File: src/hdl/lri_pkg.sv
// Shared constants of the eight-channel receive output interface.
// Assumes a 200 MHz core clock that also serves as the internal master clock.
package lri_pkg;
    localparam int unsigned NUM_CH = 8;
    localparam int unsigned ADDR_W = 8;
    localparam int unsigned DATA_W = 8;

    localparam logic [7:0] REG_CTRL = 8'h00;
    localparam logic [7:0] REG_LOS = 8'h04;
    localparam logic [7:0] REG_INT_STATUS = 8'h08;
    localparam logic [7:0] REG_INT_CLEAR = 8'h0C;
    localparam logic [7:0] REG_INT_ENABLE = 8'h10;
    localparam logic [7:0] REG_CNT_RESET = 8'h14;
    localparam logic [7:0] REG_SAT = 8'h18;

    localparam int unsigned CTRL_EDGE_BIT = 0;
    localparam int unsigned CTRL_SINGLE_BIT = 1;
    localparam int unsigned CTRL_OVF_BIT = 2;
    localparam logic [7:0] CTRL_MASK = 8'h07;
    localparam logic [7:0] CTRL_RESET = 8'h00;
    localparam logic [7:0] INT_ENABLE_RESET = 8'h00;

    localparam int unsigned CORE_CLK_PERIOD_PS = 5000;
    localparam int unsigned LINE_BIT_PERIOD_PS = 648000;
    localparam int unsigned BIT_DIV = LINE_BIT_PERIOD_PS / CORE_CLK_PERIOD_PS;
    localparam int unsigned PH_W = 8;
    localparam int unsigned LOS_ZEROS = 175;
    localparam int unsigned EXZ_LIMIT = 15;
    localparam int unsigned ZERO_W = 8;
    localparam int unsigned CNT_W = 16;
endpackage

File: src/hdl/lri_chan_if.sv
// Per-channel link between the clock recovery top and one output channel.
// Assumes both ends run on the core clock.
`timescale 1ns/100ps
interface lri_chan_if;
    logic strobe;
    logic fall;
    logic bit_pos;
    logic bit_neg;
    logic rx_en;
    logic edge_sel;
    logic single_rail;
    logic ovf_sel;
    logic cnt_clr;
    logic pos_out;
    logic neg_out;
    logic los;
    logic sat;

    modport top
    (
        output strobe, fall, bit_pos, bit_neg, rx_en, edge_sel, single_rail, ovf_sel, cnt_clr,
        input pos_out, neg_out, los, sat
    );
    modport chan
    (
        input strobe, fall, bit_pos, bit_neg, rx_en, edge_sel, single_rail, ovf_sel, cnt_clr,
        output pos_out, neg_out, los, sat
    );
endinterface // lri_chan_if

File: src/hdl/lri_channel.sv
// One receive channel: bit decode, violation counting, loss detection, output registers.
// Assumes strobe marks the recovered rising edge with the finished bit, fall the falling edge.
`timescale 1ns/100ps
module lri_channel #(
    parameter int unsigned LOS_ZEROS = lri_pkg::LOS_ZEROS,
    parameter int unsigned EXZ_LIMIT = lri_pkg::EXZ_LIMIT,
    parameter int unsigned CNT_W = lri_pkg::CNT_W
)(
    input wire logic core_clk,
    input wire logic rst_n,
    lri_chan_if.chan ch
);
    localparam int unsigned ZW = lri_pkg::ZERO_W;
    localparam logic [ZW-1:0] ZMAX = '1;
    localparam logic [ZW-1:0] LOS_CNT = ZW'(LOS_ZEROS - 1);
    localparam logic [ZW-1:0] EXZ_CNT = ZW'(EXZ_LIMIT);

    typedef struct packed {
        logic last_neg;
        logic has_mark;
        logic [ZW-1:0] zeros;
        logic [CNT_W-1:0] cnt;
        logic pend_pos;
        logic pend_neg;
        logic pend_los;
        logic pos_out;
        logic neg_out;
        logic los;
    } lri_chan_state_t;

    lri_chan_state_t state_ff;
    lri_chan_state_t nxt_state;

    always_comb
    begin
        logic mark;
        logic viol;
        logic sat;
        logic d_pos;
        logic d_neg;
        logic d_los;
        d_pos = 1'b0;
        d_neg = 1'b0;
        mark = ch.bit_pos | ch.bit_neg;
        sat = &state_ff.cnt;
        // A pulse on both rails at once or a repeated polarity breaks the alternate mark rule.
        viol = (ch.bit_pos & ch.bit_neg)
             | (mark & ~(ch.bit_pos & ch.bit_neg) & state_ff.has_mark & (ch.bit_neg == state_ff.last_neg))
             | (~mark & (state_ff.zeros >= EXZ_CNT));
        d_los = mark ? 1'b0 : (state_ff.zeros >= LOS_CNT ? 1'b1 : state_ff.los);
        if (ch.single_rail)
        begin
            d_pos = mark;
            d_neg = ch.ovf_sel ? sat : viol;
        end
        else
        begin
            d_pos = ch.bit_pos;
            d_neg = ch.bit_neg;
        end
        nxt_state = state_ff;
        if (ch.strobe)
        begin
            nxt_state.zeros = mark ? '0 : (state_ff.zeros == ZMAX ? ZMAX : state_ff.zeros + 1'b1);
            if (mark & ~(ch.bit_pos & ch.bit_neg))
            begin
                nxt_state.has_mark = 1'b1;
                nxt_state.last_neg = ch.bit_neg;
            end
            nxt_state.pend_pos = d_pos;
            nxt_state.pend_neg = d_neg;
            nxt_state.pend_los = d_los;
            if (viol && !sat)
            begin
                nxt_state.cnt = state_ff.cnt + 1'b1;
            end
        end
        // While the receiver is on, the rail and loss outputs move only on the recovered edge chosen globally.
        if (ch.strobe && !ch.edge_sel)
        begin
            nxt_state.pos_out = d_pos;
            nxt_state.neg_out = d_neg;
            nxt_state.los = d_los;
        end
        else if (ch.fall && ch.edge_sel)
        begin
            nxt_state.pos_out = state_ff.pend_pos;
            nxt_state.neg_out = state_ff.pend_neg;
            nxt_state.los = state_ff.pend_los;
        end
        if (ch.cnt_clr)
        begin
            nxt_state.cnt = '0;
        end
        if (!ch.rx_en)
        begin
            nxt_state = '0;
            nxt_state.cnt = state_ff.cnt;
        end
    end

    always_ff @(posedge core_clk)
    begin
        if (!rst_n)
        begin
            state_ff <= '0;
        end
        else
        begin
            state_ff <= nxt_state;
        end
    end

    assign ch.pos_out = state_ff.pos_out;
    assign ch.neg_out = state_ff.neg_out;
    assign ch.los = state_ff.los;
    assign ch.sat = &state_ff.cnt;
endmodule // lri_channel

File: src/hdl/lri_receive_top.sv
// Receive output interface for eight line channels with clock recovery and a register port.
// Assumes sliced line pulses from the analog front end and a master on the core clock.
`timescale 1ns/100ps
module lri_receive_top #(
    parameter int unsigned BIT_DIV = lri_pkg::BIT_DIV,
    parameter int unsigned PH_W = lri_pkg::PH_W,
    parameter int unsigned LOS_ZEROS = lri_pkg::LOS_ZEROS,
    parameter int unsigned EXZ_LIMIT = lri_pkg::EXZ_LIMIT,
    parameter int unsigned CNT_W = lri_pkg::CNT_W
)(
    input wire logic core_clk,
    input wire logic rst_n,
    input wire logic receiver_enable_in,
    input wire logic [lri_pkg::NUM_CH-1:0] line_input_positive,
    input wire logic [lri_pkg::NUM_CH-1:0] line_input_negative,
    output logic [lri_pkg::NUM_CH-1:0] rclk_out,
    output logic [lri_pkg::NUM_CH-1:0] positive_rail_data_out,
    output logic [lri_pkg::NUM_CH-1:0] negative_rail_data_out,
    output logic [lri_pkg::NUM_CH-1:0] loss_of_signal_out,
    output logic irq,
    input wire logic [lri_pkg::ADDR_W-1:0] reg_addr,
    input wire logic [lri_pkg::DATA_W-1:0] reg_wdata,
    input wire logic reg_wr,
    input wire logic reg_rd,
    output logic [lri_pkg::DATA_W-1:0] reg_rdata
);
    localparam int unsigned NCH = lri_pkg::NUM_CH;
    localparam int unsigned DW = lri_pkg::DATA_W;
    localparam logic [PH_W-1:0] PH_LAST = PH_W'(BIT_DIV - 1);
    localparam logic [PH_W-1:0] PH_HALF = PH_W'(BIT_DIV / 2);
    localparam logic [PH_W-1:0] PH_ONE = PH_W'(1);

    typedef struct packed {
        logic en_s1;
        logic en_s2;
        logic [NCH-1:0] pos_s1;
        logic [NCH-1:0] pos_s2;
        logic [NCH-1:0] neg_s1;
        logic [NCH-1:0] neg_s2;
        logic [NCH-1:0] mark_d;
        logic [NCH-1:0][PH_W-1:0] phase;
        logic [NCH-1:0] seen_pos;
        logic [NCH-1:0] seen_neg;
        logic [NCH-1:0] bit_pos;
        logic [NCH-1:0] bit_neg;
        logic [NCH-1:0] strobe;
        logic [NCH-1:0] fall;
        logic [NCH-1:0] rclk;
        logic [DW-1:0] ctrl;
        logic [DW-1:0] int_status;
        logic [DW-1:0] int_enable;
        logic [DW-1:0] cnt_clr;
        logic [NCH-1:0] los_prev;
        logic [DW-1:0] rdata;
        logic irq;
    } lri_top_state_t;

    lri_top_state_t state_ff;
    lri_top_state_t nxt_state;

    logic [NCH-1:0] ch_pos;
    logic [NCH-1:0] ch_neg;
    logic [NCH-1:0] ch_los;
    logic [NCH-1:0] ch_sat;

    lri_chan_if ch_if[NCH]();

    function automatic logic reg_hit(input logic [lri_pkg::ADDR_W-1:0] addr, input logic [7:0] offset);
        reg_hit = (addr == offset);
    endfunction

    // Clock recovery, one phase counter per channel on the core clock.
    always_comb
    begin
        logic mark_now;
        logic mark_edge;
        logic [PH_W-1:0] ph;
        mark_now = 1'b0;
        mark_edge = 1'b0;
        ph = '0;
        nxt_state = state_ff;
        nxt_state.en_s1 = receiver_enable_in;
        nxt_state.en_s2 = state_ff.en_s1;
        nxt_state.pos_s1 = line_input_positive;
        nxt_state.pos_s2 = state_ff.pos_s1;
        nxt_state.neg_s1 = line_input_negative;
        nxt_state.neg_s2 = state_ff.neg_s1;
        for (int i = 0; i < NCH; i++)
        begin
            // A switched-off receiver sees no pulses at all.
            mark_now = (state_ff.pos_s2[i] | state_ff.neg_s2[i]) & state_ff.en_s2;
            mark_edge = mark_now & ~state_ff.mark_d[i];
            nxt_state.mark_d[i] = mark_now;
            nxt_state.strobe[i] = 1'b0;
            nxt_state.fall[i] = 1'b0;
            ph = state_ff.phase[i];
            if ((mark_edge && ph >= PH_HALF) || ph == PH_LAST)
            begin
                // Bit boundary: hand over the finished bit and raise the clock.
                nxt_state.phase[i] = '0;
                nxt_state.rclk[i] = 1'b1;
                nxt_state.strobe[i] = 1'b1;
                nxt_state.bit_pos[i] = state_ff.seen_pos[i];
                nxt_state.bit_neg[i] = state_ff.seen_neg[i];
                nxt_state.seen_pos[i] = state_ff.pos_s2[i] & state_ff.en_s2;
                nxt_state.seen_neg[i] = state_ff.neg_s2[i] & state_ff.en_s2;
            end
            else
            begin
                // A pulse early in the bit pulls the phase back to the pulse start.
                if (mark_edge && ph != '0)
                begin
                    nxt_state.phase[i] = PH_ONE;
                end
                else
                begin
                    nxt_state.phase[i] = ph + PH_ONE;
                end
                if (nxt_state.phase[i] == PH_HALF)
                begin
                    nxt_state.rclk[i] = 1'b0;
                    nxt_state.fall[i] = 1'b1;
                end
                nxt_state.seen_pos[i] = state_ff.seen_pos[i] | (state_ff.pos_s2[i] & state_ff.en_s2);
                nxt_state.seen_neg[i] = state_ff.seen_neg[i] | (state_ff.neg_s2[i] & state_ff.en_s2);
            end
        end

        // Register writes.
        nxt_state.cnt_clr = '0;
        if (reg_wr)
        begin
            if (reg_hit(reg_addr, lri_pkg::REG_CTRL))
            begin
                nxt_state.ctrl = reg_wdata & lri_pkg::CTRL_MASK;
            end
            else if (reg_hit(reg_addr, lri_pkg::REG_INT_CLEAR))
            begin
                nxt_state.int_status = state_ff.int_status & ~reg_wdata;
            end
            else if (reg_hit(reg_addr, lri_pkg::REG_INT_ENABLE))
            begin
                nxt_state.int_enable = reg_wdata;
            end
            else if (reg_hit(reg_addr, lri_pkg::REG_CNT_RESET))
            begin
                nxt_state.cnt_clr = reg_wdata;
            end
        end

        // A loss event in the same cycle as its clear still lands.
        nxt_state.los_prev = ch_los;
        nxt_state.int_status = nxt_state.int_status | (ch_los & ~state_ff.los_prev);
        nxt_state.irq = |(nxt_state.int_status & nxt_state.int_enable);

        // Read data stands for exactly one cycle after the strobe.
        nxt_state.rdata = '0;
        if (reg_rd)
        begin
            if (reg_hit(reg_addr, lri_pkg::REG_CTRL))
            begin
                nxt_state.rdata = state_ff.ctrl;
            end
            else if (reg_hit(reg_addr, lri_pkg::REG_LOS))
            begin
                nxt_state.rdata = ch_los;
            end
            else if (reg_hit(reg_addr, lri_pkg::REG_INT_STATUS))
            begin
                nxt_state.rdata = state_ff.int_status;
            end
            else if (reg_hit(reg_addr, lri_pkg::REG_INT_ENABLE))
            begin
                nxt_state.rdata = state_ff.int_enable;
            end
            else if (reg_hit(reg_addr, lri_pkg::REG_SAT))
            begin
                nxt_state.rdata = ch_sat;
            end
            else
            begin
                nxt_state.rdata = '0;
            end
        end
    end

    always_ff @(posedge core_clk)
    begin
        if (!rst_n)
        begin
            state_ff <= '0;
            state_ff.ctrl <= lri_pkg::CTRL_RESET;
            state_ff.int_enable <= lri_pkg::INT_ENABLE_RESET;
        end
        else
        begin
            state_ff <= nxt_state;
        end
    end

    // The channels share the global settings but each follows only its own recovered edges.
    for (genvar g = 0; g < NCH; g++)
    begin : g_ch
        assign ch_if[g].strobe = state_ff.strobe[g];
        assign ch_if[g].fall = state_ff.fall[g];
        assign ch_if[g].bit_pos = state_ff.bit_pos[g];
        assign ch_if[g].bit_neg = state_ff.bit_neg[g];
        assign ch_if[g].rx_en = state_ff.en_s2;
        assign ch_if[g].edge_sel = state_ff.ctrl[lri_pkg::CTRL_EDGE_BIT];
        assign ch_if[g].single_rail = state_ff.ctrl[lri_pkg::CTRL_SINGLE_BIT];
        assign ch_if[g].ovf_sel = state_ff.ctrl[lri_pkg::CTRL_OVF_BIT];
        assign ch_if[g].cnt_clr = state_ff.cnt_clr[g];
        assign ch_pos[g] = ch_if[g].pos_out;
        assign ch_neg[g] = ch_if[g].neg_out;
        assign ch_los[g] = ch_if[g].los;
        assign ch_sat[g] = ch_if[g].sat;

        lri_channel #(
            .LOS_ZEROS(LOS_ZEROS),
            .EXZ_LIMIT(EXZ_LIMIT),
            .CNT_W(CNT_W)
        ) u_channel (
            .core_clk(core_clk),
            .rst_n(rst_n),
            .ch(ch_if[g])
        );
    end

    assign rclk_out = state_ff.rclk;
    assign positive_rail_data_out = ch_pos;
    assign negative_rail_data_out = ch_neg;
    assign loss_of_signal_out = ch_los;
    assign irq = state_ff.irq;
    assign reg_rdata = state_ff.rdata;
endmodule // lri_receive_top

File: config.mk
export PLATFORM = sky130hd
export DESIGN_NAME = lri_receive_top
export DESIGN_NICKNAME = d
export VERILOG_FILES = /design/src/hdl/lri_pkg.sv /design/src/hdl/lri_chan_if.sv /design/src/hdl/lri_channel.sv /design/src/hdl/lri_receive_top.sv
export SDC_FILE = /design/constraint.sdc
export NUM_CORES = 1
export LEC_CHECK = 0
export BUFFER_PORTS_ARGS = -buffer_cell sky130_fd_sc_hd__buf_2
export CORE_ASPECT_RATIO = 2
export CORE_MARGIN = 5
export CORE_UTILIZATION = 40
export CTS_CLUSTER_SIZE = 8
export DETAILED_ROUTE_END_ITERATION = 6
export GPL_TIMING_DRIVEN = 0
export REMOVE_ABC_BUFFERS = 1
export SLEW_MARGIN = 20
export SYNTH_ARGS = -nofsm -noshare
export SYNTH_HDL_FRONTEND = slang
export SYNTH_SLANG_ARGS = --single-unit
File: constraint.sdc
create_clock -name core_clk -period 3 [get_ports core_clk]
set_clock_uncertainty 0.05 [all_clocks]
set_input_delay 0.3 -clock core_clk [delete_from_list [all_inputs] [get_ports core_clk]]
set_output_delay 0.3 -clock core_clk [all_outputs]
set_load 0.05 [all_outputs]
# Yosys cells after proc, flatten, opt, wreduce, memory -nomap -nowiden
# Cells that the tools add are included.
[classes] n_addsub=24 order_cmp=24 eq_ne=38 n_mux=172 n_bitwise=154 reduce_logical=136
[op_table] operator="8-bit 2-to-1 mux" count=40
[op_table] operator="16-bit 2-to-1 mux" count=17
[op_table] operator="19-bit 2-to-1 mux" count=8
[op_table] operator="16-bit by 1-bit adder with 16-bit output, second input constant" count=8
[op_table] operator="8-bit by 1-bit adder with 8-bit output, second input constant" count=16
[op_table] operator="8-bit == test, second input constant" count=16
[op_table] operator="16-bit AND reduction" count=8
[op_table] operator="1-bit 2-to-1 mux" count=88
[op_table] operator="1-bit AND" count=72
[op_table] operator="8-bit by 7-bit == test with 1-bit output, second input constant" count=8
[op_table] operator="8-bit by 4-bit greater-or-equal comparator with 1-bit output, second input constant" count=8
[op_table] operator="8-bit by 7-bit greater-or-equal comparator with 1-bit output, second input constant" count=8
[op_table] operator="8-bit greater-or-equal comparator, second input constant" count=8
[op_table] operator="2-bit nonzero test" count=32
[op_table] operator="8-bit nonzero test" count=8
[op_table] operator="3-bit 2-to-1 mux" count=17
[op_table] operator="24-bit 2-to-1 mux" count=2
[op_table] operator="1-bit bitwise OR" count=48
[op_table] operator="1-bit logical AND" count=40
[op_table] operator="1-bit NOT" count=28
[op_table] operator="8-bit AND" count=3
[op_table] operator="8-bit by 5-bit == test with 1-bit output, second input constant" count=3
[op_table] operator="3-bit AND reduction" count=8
[op_table] operator="2-bit AND reduction" count=11
[op_table] operator="11 further kinds" count=43
[totals] ff_bits=462 inputBits=37

# Depth between registers and ports, before layout
[depth] ltp_word=11 depth_mapped=9 depth_no_buf=8

# Hierarchy
# A second synthesis with hierarchy kept.
[hier_totals] cells_unflattened=2863 hier_area_um2=24423.4
[modules_own_cells] module="lri_channel" instances=8 cells_each=236 area_per_inst_um2=1974.4
[modules_own_cells] module="lri_receive_top" instances=1 cells_each=975 area_per_inst_um2=8628.3

# Worst setup path after synthesis
# No wires, ideal clock.
[synth_timing] path_type="flip-flop to flip-flop" from="register g_ch[6].u_channel.state_ff[6] (netlist name)" to="register g_ch[6].u_channel.state_ff[19] (netlist name)" arrival_time_ns=2.080 slack_ns=0.769 stages_incl_launch_ff=9 period_less_slack_ns=2.231 cell_sequence="dfxtp_1 > ha_1 > nand3_1 > nor4_1 > a221oi_2 > o21ai_2 > buf_2 > o211ai_1 > o41ai_1"
[synth_via] elab_chain_cells=5
[synth_lines] item="from (decl)" line_no="lri_channel.sv:31" rtl="lri_chan_state_t state_ff;"
[synth_lines] item="from (signal assigned)" line_no="lri_channel.sv:110" rtl="state_ff <= nxt_state;"
[synth_lines] item="branches (longest 5 deep; another with 16-bit by 1-bit adder with 16-bit output)"
# Parallel ways; which one is timed is not known. The select of a mux whose other input is x is not followed.
# A chain may end at the register's enable or synchronous reset.

# Final worst setup path
[layout_timing] from="register state_ff, in the netlist ch_if[0].rx_en" to="register state_ff, in the netlist rclk_out[3]"
[layout_via] elab_chain_cells=7
[layout_lines] item="from (decl)" line_no="lri_receive_top.sv:58" rtl="lri_top_state_t state_ff;"
[layout_lines] item="from (signal assigned)" line_no="lri_receive_top.sv:197" rtl="state_ff <= nxt_state;"
[layout_lines] item="1-bit AND (*)" line_no="lri_receive_top.sv:91" rtl="mark_now = (state_ff.pos_s2[i] | state_ff.neg_s2[i]) & state_ff.en_s2;"
[layout_lines] item="1-bit AND (*)" line_no="lri_receive_top.sv:92" rtl="mark_edge = mark_now & ~state_ff.mark_d[i];"
[layout_lines] item="1-bit logical AND" line_no="lri_receive_top.sv:111" rtl="if (mark_edge && ph != '0)"
[layout_lines] item="8-bit 2-to-1 mux" line_no="lri_receive_top.sv:111"
[layout_lines] item="8-bit 2-to-1 mux" line_no="lri_receive_top.sv:97" rtl="if ((mark_edge && ph >= PH_HALF) || ph == PH_LAST)"
[layout_lines] item="8-bit by 7-bit == test with 1-bit output" line_no="lri_receive_top.sv:119" rtl="if (nxt_state.phase[i] == PH_HALF)"
[layout_lines] item="2-bit nonzero test (no line)"
# Every way passes the cells marked *; elsewhere a longest branch is shown, timed or not. The select of a mux whose other input is x is not followed.

==> metrics.txt <==
status=finished, final reports clean; Worst EP arrival=between 3 and 4 ns; register bit total from synthesis=around 460; Die Y-Extent=343 µm; DRT antenna net count=0; setup violators final=0; max reg flops=around 230; prevailing post-synth register cell=dfxtp_1; Routed Wire Length=~59000 µm; core area=between 50000 and 60000 µm²; slack of the critical path=~0.17 ns; worst hold path type=in -> reg; Synth async-reset ratio=0%; clock root cell=clkbuf_16; initial antenna violation count=6; clock latency on the worst-skew pair=about 0.59 ns; max_slew headroom=between 20% and 30%; worst slew pin tran=about 1.1 ns; Post-Syn Area=~22000 µm²; largest net degree at the start of global routing=between 60 and 70; cell with the most instances after synthesis=dfxtp_1; share of layout cells above drive strength 1=roughly 7.9%; CTS buffer count=67; post-synth top area cell=dfxtp_1; Crit path top cell by count=or3_1; post-route clock period utilization=between 90% and 100%; Die W=roughly 180 µm; post-synthesis cell type count=between 80 and 90; worst-path cell chain=inv_4, or3_1, o21ai_0, or4b_1, or3_1, a31o_2; Final HPWL DP=slightly above 40000 µm; Clock Pin Slew Worst Setup and Hold Paths=~0.050 ns; DRT iter0 DRCs=1300; Peak Freq=about 0.35 GHz; drt first pass iters=7; Setup CP Type=reg -> reg; Pleak=just over 0.009 µW; Post-synth EDFFs=0; Avg Cell Area, Syn=8.28 µm²; die area=60400 µm²; Required @ worst endpoint=3.42 ns; RePlAce Congestion=0.853; vias in the first global route=between 15k and 20k; CP Launch Type=flip-flop; Largest stage delay, worst path=approximately 0.60 ns; peak supply drop=about 0.35 mV; Top Ports=78; CTS Sinks=between 400 and 500; Crit. End Element=flip-flop; H-tree Lvls=3; yosys warns=0; CTS tree=done; DR vias=around 20k; DRC=0; Synth top area share=a little over two fifths; Syn Inst Count=2671; clk buf depth=3; share of the yosys chip area belonging to registers=a little over two fifths; Final nets=2786; final hold vios=0; flop-to-flop setup slack=approximately 0.17 ns; DP Worst Slack=-0.456 ns; PwrDens=about 540 nW/µm²; WL per Instance=roughly 17 µm; CP max FO=23; hold_ws=between 0.07 and 0.08 ns; Area Overhead vs Synth=13.0%; worst path bufs/invs=1; most common library cells after synthesis=dfxtp_1, nor2_1, nand2_1; Port Buffers=77; unrepaired setup endpoints after global routing=no; minimum clock period=between 2 and 3 ns; crit-path leading delay family=simple AND/OR/NAND/NOR gates; global-route wire length before repair=95000 µm; Slew Viols, Final=0; num rows=around 120; ranking of synthesized cells by area=dfxtp_1, a21oi_1, nor2_1; Avg Vias per Cell=5.72; setup_tns=0 ns; grt total ovfl=0; number of max-cap violations=0; Largest Register=g_ch.u_channel.state_ff; slowest CP cell=dfxtp_4; GRT Overall Usage=around a fifth; initial cell density of the core=40.1%
## kinds of logic (layout without fill, tap and decap cells)
family          count (synthesis)  in the layout  synth area share [%]
flops                         462            462                  41.8
compound gates                707            707                  20.9
other cells                     0              4                     0
simple gates                 1093           1093                  24.4
mux                            54             54                  2.45
buf+inv                       236            264                  4.78
xor+xnor                       63             63                  2.50
fa+ha+maj                      56             56                  3.17
## path summary, 6_finish.rpt
kind / start / endpoint / depth (start not counted)
setup / recovery: ch_if[0].rx_en / rclk_out[3] / 6
hold / removal: reg_rd / reg_rdata[0] / 3
setup reg to reg: ch_if[0].rx_en / rclk_out[3] / 6
hold reg to reg: nxt_state[194] / state_ff[194] / 1
## layer usage
| layer | wire, µm | GRT usage [%] |
|---|---|---|
| met4 | 1790 | 7.24 |
| met2 | 30800 | 35.7 |
| met5 | 24 | 0 |
| met1 | 23300 | 20.4 |
| met3 | 2740 | 3.22 |
## layout make-up
type / count / area, µm²
antenna: 4 / 10.0
clock buffer: 69 / 1720
clock inverter: 6 / 60.1
fill: 5357 / 30100
inverter: 76 / 293
multi-input combinational: 1973 / 11900
sequential: 462 / 9260
tap: 744 / 931
timing repair buffer: 113 / 857
## repair_timing
| item | in CTS | in global routing |
|---|---|---|
| hold buffers | 28 | 0 |
| setup buffers | 0 | 1 |
| hold endpoints to repair | 34 | 0 |
| gates resized for setup | 4 | 4 |
| endpoints found under the setup margin | 33 | 20 |
## where the power goes
group	switching, µW	internal [µW]
combinational	292	183
clock	2680	4020
sequential	67.5	6210
## worst min-delay path: cells and delay by family
family / cells / cell delay (ns)
simple gates: 1 / 0.15
buf+inv: 1 / 0.11
compound gates: 1 / 0.08
## metrics by stage
stage / cells / utilization, % / total power [µW] / area (µm²)
3_3_place_gp: 3332 / 41.1 / 6810 / 22700
5_1_grt: 3444 / 45.3 / 13900 / 25000
2_1_floorplan: 2511 / - / 6650 / 21300
4_1_cts: 3442 / 45.2 / 13600 / 24900
6_report: 3447 / 45.3 / 13500 / 25000
3_5_place_dp: 3339 / 41.5 / 6840 / 22900
## cell usage in the layout, fill, tap and decap left out, types with 62 or more instances in the layout
| cell | netlist | routed |
|---|---|---|
| dfxtp_1 | 462 | 457 |
| buf_2 | 10 | 76 |
| o21ai_0 | 131 | 130 |
| a21oi_1 | 211 | 211 |
| nand3_1 | 171 | 171 |
| nor2_1 | 267 | 266 |
| and3_1 | 63 | 63 |
| clkbuf_16 | 0 | 68 |
| inv_1 | 74 | 73 |
| and2_1 | 62 | 62 |
| nand2_1 | 259 | 258 |
No activity file was read; power rests on OpenSTA's default activity.
